`src/inc/ssrep_pkg.sv`:
```
// Package of constants and types for the switch sideband reset and event pin logic.
`default_nettype none
package ssrep_pkg;
	// Register-bus clock figures; the block runs on that clock.
	localparam real CLK_MHZ = 250.0;
	// Hold time around an event pin transition, in register-bus clock cycles.
	localparam int unsigned MCE_HOLD_CYCLES = 10;
	// Default length of the internal self-reset sequence, in cycles.
	localparam int unsigned SELF_RST_CYCLES = 64;
	// Reset value of the event pin output level.
	localparam logic MCE_LEVEL_RST = 1'h0;

	typedef enum logic [1:0] {
		SSREP_RST_IDLE,
		SSREP_RST_HOLD_SW,
		SSREP_RST_HOLD_SELF
	} ssrep_rst_state_type;
endpackage : ssrep_pkg
`default_nettype wire

```
`src/hdl/ssrep_top.sv`:
```
// Sideband reset, interrupt and multicast event pin logic of the switch.
`default_nettype none
// What this block does
// - All logic is reset asynchronously while hard_reset_n is low.
// - A valid link reset request accepted by any port asserts link_reset_out_n.
// - Without self-reset the output stays asserted until software clears the request.
// - With self-reset the output stays asserted until the self-reset sequence ends.
// - Hard reset deasserts link_reset_out_n and it stays deasserted after release.
// - link_reset_out_n is open drain: pulled low when asserted, released otherwise.
// - irq_out_n is open drain, pulled low while an interrupt is pending.
// - As an input, each edge of mcast_event_pin sends an event symbol on all ports.
// - As an output, mcast_event_pin toggles on an event symbol from an enabled port; symbols inside the hold window are dropped.
// - The driver of mcast_event_pin keeps it stable 10 cycles around each transition.
module ssrep_top #(
	parameter int unsigned NUM_PORTS  = 16,
	parameter int unsigned SELF_CYCLES = ssrep_pkg::SELF_RST_CYCLES
) (
	// Clock and hard reset.
	input  wire logic                 clk,
	input  wire logic                 hard_reset_n,
	// Link reset requests and control.
	input  wire logic [NUM_PORTS-1:0] port_reset_req,
	input  wire logic                 self_reset_en,
	input  wire logic                 reset_req_clear,
	output logic                      self_reset_active,
	// Open-drain software reset output.
	output logic                      link_reset_out_n_o,
	output logic                      link_reset_out_n_oe,
	// Interrupt source and open-drain interrupt output.
	input  wire logic                 irq_pending,
	output logic                      irq_out_n_o,
	output logic                      irq_out_n_oe,
	// Multicast event pin and direction.
	input  wire logic                 mcast_dir_out,
	input  wire logic                 mcast_event_pin_i,
	output logic                      mcast_event_pin_o,
	output logic                      mcast_event_pin_oe,
	// Multicast event symbols to and from the ports.
	input  wire logic [NUM_PORTS-1:0] mcast_sym_rx,
	input  wire logic [NUM_PORTS-1:0] mcast_sym_en,
	output logic                      mcast_sym_tx_all,
	output logic                      mcast_drop
);
	localparam int unsigned HOLD = ssrep_pkg::MCE_HOLD_CYCLES;

	typedef struct packed {
		ssrep_pkg::ssrep_rst_state_type state;
		logic [31:0]                    self_cnt;
		logic                           rst_out;
		logic                           self_act;
		logic                           irq;
		logic                           level;
		logic                           dir_out;
		logic [7:0]                     hold_cnt;
		logic                           tx;
		logic                           drop;
	} ssrep_st_type;

	ssrep_st_type s_q;
	ssrep_st_type s_d;
	logic         pin_edge;
	logic         any_req;
	logic         any_sym;

	ssrep_sync u_sync (
		.clk        (clk),
		.rstn       (hard_reset_n),
		.din        (mcast_event_pin_i),
		.dout       (),
		.edge_pulse (pin_edge)
	);

	assign any_req = |port_reset_req;
	assign any_sym = |(mcast_sym_rx & mcast_sym_en);

	always_comb begin
		s_d         = s_q;
		s_d.tx      = 1'h0;
		s_d.drop    = 1'h0;
		s_d.irq     = irq_pending;
		s_d.dir_out = mcast_dir_out;
		if (s_q.hold_cnt != 8'h00) begin
			s_d.hold_cnt = s_q.hold_cnt - 8'h01;
		end
		case (s_q.state)
			ssrep_pkg::SSREP_RST_IDLE: begin
				if (any_req) begin
					s_d.rst_out = 1'h1;
					if (self_reset_en) begin
						s_d.state    = ssrep_pkg::SSREP_RST_HOLD_SELF;
						s_d.self_cnt = 32'(SELF_CYCLES);
						s_d.self_act = 1'h1;
					end else begin
						s_d.state = ssrep_pkg::SSREP_RST_HOLD_SW;
					end
				end
			end
			ssrep_pkg::SSREP_RST_HOLD_SW: begin
				// A request arriving with the clear keeps the output asserted.
				if (reset_req_clear && !any_req) begin
					s_d.rst_out = 1'h0;
					s_d.state   = ssrep_pkg::SSREP_RST_IDLE;
				end
			end
			ssrep_pkg::SSREP_RST_HOLD_SELF: begin
				if (s_q.self_cnt <= 32'h1) begin
					s_d.rst_out  = 1'h0;
					s_d.self_act = 1'h0;
					s_d.self_cnt = 32'h0;
					s_d.state    = ssrep_pkg::SSREP_RST_IDLE;
				end else begin
					s_d.self_cnt = s_q.self_cnt - 32'h1;
				end
			end
			default: begin
				s_d.state   = ssrep_pkg::SSREP_RST_IDLE;
				s_d.rst_out = 1'h0;
			end
		endcase
		if (s_q.dir_out) begin
			// Received symbols toggle the pin; a toggle inside the hold window would
			// violate the far side's sampling, so it is dropped and flagged.
			if (any_sym) begin
				if (s_q.hold_cnt == 8'h00) begin
					s_d.level    = ~s_q.level;
					s_d.hold_cnt = 8'(HOLD);
				end else begin
					s_d.drop = 1'h1;
				end
			end
		end else if (pin_edge) begin
			s_d.tx = 1'h1;
		end
	end

	always_ff @(posedge clk or negedge hard_reset_n) begin
		if (!hard_reset_n) begin
			s_q       <= '0;
			s_q.state <= ssrep_pkg::SSREP_RST_IDLE;
			s_q.level <= ssrep_pkg::MCE_LEVEL_RST;
			s_q.rst_out <= 1'h0;
		end else begin
			s_q <= s_d;
		end
	end

	// Open-drain link reset and interrupt pins: the data is always low, only the enable moves; the event pin drives its level.
	assign link_reset_out_n_o  = 1'h0;
	assign link_reset_out_n_oe = s_q.rst_out;
	assign irq_out_n_o         = 1'h0;
	assign irq_out_n_oe        = s_q.irq;
	assign mcast_event_pin_o   = s_q.level;
	assign mcast_event_pin_oe  = s_q.dir_out;
	assign mcast_sym_tx_all    = s_q.tx;
	assign mcast_drop          = s_q.drop;
	assign self_reset_active   = s_q.self_act;
endmodule : ssrep_top
`default_nettype wire

```
`src/hdl/ssrep_sync.sv`:
```
// Two-stage synchroniser with edge pulse output.
`default_nettype none
module ssrep_sync (
	// Clock and reset.
	input  wire logic clk,
	input  wire logic rstn,
	// Asynchronous level in, synchronised level and edge pulse out.
	input  wire logic din,
	output logic      dout,
	output logic      edge_pulse
);
	typedef struct packed {
		logic meta;
		logic sync;
		logic last;
	} ssrep_sync_st_type;

	ssrep_sync_st_type s_q;
	ssrep_sync_st_type s_d;

	always_comb begin
		s_d      = s_q;
		s_d.meta = din;
		s_d.sync = s_q.meta;
		s_d.last = s_q.sync;
	end

	always_ff @(posedge clk or negedge rstn) begin
		if (!rstn) begin
			s_q <= '0;
		end else begin
			s_q <= s_d;
		end
	end

	// Only the second and third stages feed the detector; the first may be metastable.
	assign dout       = s_q.sync;
	assign edge_pulse = s_q.sync ^ s_q.last;
endmodule : ssrep_sync
`default_nettype wire

```
`config.mk`:
```
export PLATFORM = sky130hd
export DESIGN_NAME = ssrep_top
export DESIGN_NICKNAME = d
export VERILOG_FILES = /design/src/inc/ssrep_pkg.sv /design/src/hdl/ssrep_top.sv /design/src/hdl/ssrep_sync.sv
export SDC_FILE = /design/constraint.sdc
export NUM_CORES = 1
export LEC_CHECK = 0
export ABC_AREA = 1
export ABC_CLOCK_PERIOD_IN_PS = 4850
export BUFFER_PORTS_ARGS = -buffer_cell sky130_fd_sc_hd__buf_2
export CORE_ASPECT_RATIO = 1.25
export CORE_MARGIN = 10
export CORE_UTILIZATION = 45
export CTS_CLUSTER_DIAMETER = 60
export CTS_CLUSTER_SIZE = 10
export DETAILED_ROUTE_END_ITERATION = 8
export PLACE_DENSITY = 0.64
export SYNTH_ARGS = -nofsm -noshare
export SYNTH_HDL_FRONTEND = slang
export SYNTH_SLANG_ARGS = --single-unit
```
`constraint.sdc`:
```
create_clock -name clk -period 4.85 [get_ports clk]
set_clock_uncertainty 0.15 [all_clocks]
set_input_delay 0.7275 -clock clk [delete_from_list [all_inputs] [get_ports clk]]
set_output_delay 0.7275 -clock clk [all_outputs]
set_load 0.05 [all_outputs]
```
==> flow_metrics.env <==
export IMPL_route_detailed_drc=0
export IMPL_finalHoldViolations=0
export IMPL_arrival_ns=2.54
export IMPL_design_area_mm2=0.00375
export IMPL_clk_pin_slew_ns=0.09
export IMPL_p_leak_uw=0.00178
export IMPL_endpoint="s_q[26]$_DFFE_PN0P_"
export IMPL_drive_gt1_frac=0.179
export IMPL_dr_pass1_iters=4
export IMPL_final_common_cell="nand2_1"
export IMPL_holdBufCountCts=0
export IMPL_gp_congestion=0.863
export IMPL_wl_per_cell_um=12.8
export IMPL_fmax_ghz=0.400
export IMPL_final_cell_mix="162 x nand2_1, 92 x nor2_1, 61 x buf_2"
export IMPL_htreeDepth=2
export IMPL_period_minus_slack_ns=2.50
export IMPL_fin_crit_sh=0.515
export IMPL_cts_repair_resized=0
export IMPL_synth_edf_count=0
export IMPL_ff2ff_setup_slack_ns=2.35
export IMPL_die_w_um=96.6
export IMPL_grt_pass1_wl_um=13500
export IMPL_grt_use_total=0.142
export IMPL_syn_area_per_cell_um2=7.06
export IMPL_cts_tree="done"
export IMPL_n_antenna_cell=0
export IMPL_netlist_area_mm2=0.00330
export IMPL_ys_warn_count=0
export IMPL_crit_start="s_q[47]$_DFFE_PN0P_"
export IMPL_synth_area_leaders="dfrtp_1 39%, nand2_1 18%, nor2_1 10%"
export IMPL_via_per_inst=4.89
export IMPL_post_dp_cell_area_mm2=0.00366
export IMPL_drv_cap=0
export IMPL_p_per_area_mw_per_mm2=249
export IMPL_cp_end_kind="register"
export IMPL_yosysTopAreaCellShare=0.394
export IMPL_areaGrowthSynthToFinish_pct=13.6
export IMPL_grt_setup_unrepaired="no"
export IMPL_drv_slew=0
export IMPL_drtIter0Drc=137
export IMPL_path_class="register to register"
export IMPL_die_area_mm2=0.0112
export IMPL_antenna_found_initial=0
export IMPL_ir_drop_mv=0.206
export IMPL_cts_setup_buffers=0
export IMPL_r2r_cells=8
export IMPL_hold_path_depth=0
export IMPL_synth_flop_cell="dfrtp_1"
export IMPL_worstHoldPathType="register to register"
export IMPL_synth_cells=468
export IMPL_cts_max_path_buffers=2
export IMPL_power_total_uw=936
export IMPL_dp_cells=612
export IMPL_final_cells=620
export IMPL_grt_max_degree=53
export IMPL_clockRootBuffer="clkbuf_8"
export IMPL_whs_ns=0.219
export IMPL_ys_types=33
export IMPL_reg2reg_to="s_q[26]$_DFFE_PN0P_"
export IMPL_ys_async_sr_fraction=1.00
export IMPL_core_mm2=0.00706
export IMPL_nNetsFinal=589
export IMPL_clkLatencyLatePin_ns=0.31
export IMPL_status="complete, no violations"
export IMPL_row_count=34
export IMPL_routed_wl_um=7910
export IMPL_grt_pass1_vias=2975
export IMPL_dp_hpwl_um=6200
export IMPL_critPathMaxFanout=28
export IMPL_critical_path_startpoint_type="register"
export IMPL_cts_sinks=52
export IMPL_port_buffers=61
export IMPL_num_vias=3034
export IMPL_overflow=0
export IMPL_antenna_left=0
export IMPL_floorplan_initialDensity=0.468
export IMPL_die_h_um=116
export IMPL_pin_count=64
export IMPL_setup_viol=0
export IMPL_reg2reg_from="s_q[47]$_DFFE_PN0P_"
export IMPL_worstMarginPinSlew_ns=1.05
export IMPL_numCtsBuffers=5
export IMPL_ys_seq_elements=52
export IMPL_timing_slew_headroom=0.302
export IMPL_post_synth_top_area_cell="dfrtp_1"
export IMPL_synth_yosys_seq_area_share=0.394
export IMPL_required_ns=4.89
export IMPL_tns_ns=0
[layer usage]
metal / GRT usage / up-vias / wire length, µm
met5: 0 / - / 0
met1: 0.163 / 1359 / 3560
met4: 0.0355 / 0 / 81
met2: 0.262 / 61 / 3960
met3: 0.0304 / 8 / 296
li1: - / 1606 / -
[kinds of logic (layout without fill, tap and decap cells)]
| family | after synthesis | after routing | synth area share |
|---|---|---|---|
| simple gates | 324 | 324 | 0.437 |
| flops | 52 | 52 | 0.394 |
| buf+inv | 47 | 108 | 0.0647 |
| compound gates | 22 | 22 | 0.0398 |
| xor+xnor | 17 | 17 | 0.0451 |
| fa+ha+maj | 5 | 5 | 0.0189 |
| other cells | 1 | 2 | 0.00113 |
[area by class of cell]
type / instances / area, µm²
repair buffers: 62 / 313
fillers: 707 / 3310
clock inverters: 3 / 23.8
well taps: 90 / 113
inverters: 38 / 143
multi-input cells: 370 / 1790
flip-flops and latches: 52 / 1300
clock buffers: 5 / 68.8
[Yosys cell counts (3+ instances only)]
cell type	instances
nand3_1	24
o21ai_0	9
dfrtp_1	52
o21bai_1	6
a21oi_1	4
ha_1	5
nor3_1	4
inv_1	36
buf_2	3
nor2_1	92
nand3_2	4
xnor2_1	3
nand2_2	3
nand2_1	162
nor2_2	5
xor2_1	14
nand4_1	17
nand4_2	5
[how the worst min path moves through the flow]
stage,start,end,slack (ns)
final,u_sync.s_d[1]$_DFF_PN0_,u_sync.dout$_DFF_PN0_,0.22
after global routing,u_sync.s_d[1]$_DFF_PN0_,u_sync.dout$_DFF_PN0_,0.24
after CTS,u_sync.s_d[1]$_DFF_PN0_,u_sync.dout$_DFF_PN0_,0.22
after detailed placement,u_sync.s_d[1]$_DFF_PN0_,u_sync.dout$_DFF_PN0_,0.19
after global placement,u_sync.s_d[1]$_DFF_PN0_,u_sync.dout$_DFF_PN0_,0.20
after floorplan,u_sync.s_d[1]$_DFF_PN0_,u_sync.dout$_DFF_PN0_,0.18
[sequential cells by signal, indices dropped and copies added (netlist names)]
| name | flops |
|---|---|
| irq_out_n_oe | 1 |
| link_reset_out_n_oe | 1 |
| mcast_drop | 1 |
| mcast_event_pin_o | 1 |
| mcast_event_pin_oe | 1 |
| mcast_sym_tx_all | 1 |
| s_q | 42 |
| self_reset_active | 1 |
| u_sync.dout | 1 |
| u_sync.s_d | 1 |
| u_sync.s_q | 1 |
[metrics by stage]
step	worst slack, ns	utilization
after floorplan	2.97	-
after global placement	2.37	0.519
after detailed placement	2.32	0.519
after CTS	2.32	0.532
after global routing	2.06	0.532
final	2.35	0.532
[power by group]
part	switching (µW)	total, µW	leakage (µW)	internal (µW)
clock	153	256	0.0000404	103
sequential	30.5	504	0.000544	473
combinational	104	177	0.00120	72.3
[critical path: stages, from the launching register on]
cell     delay (ns)
dfrtp_1        0.43
nor2_4         0.63
inv_1          0.17
nand2_1        0.15
nand2_2        0.34
inv_2          0.26
nand2_1        0.13
nand2_1        0.09
nor2_1         0.04
Power figures use the tool's default switching activity.
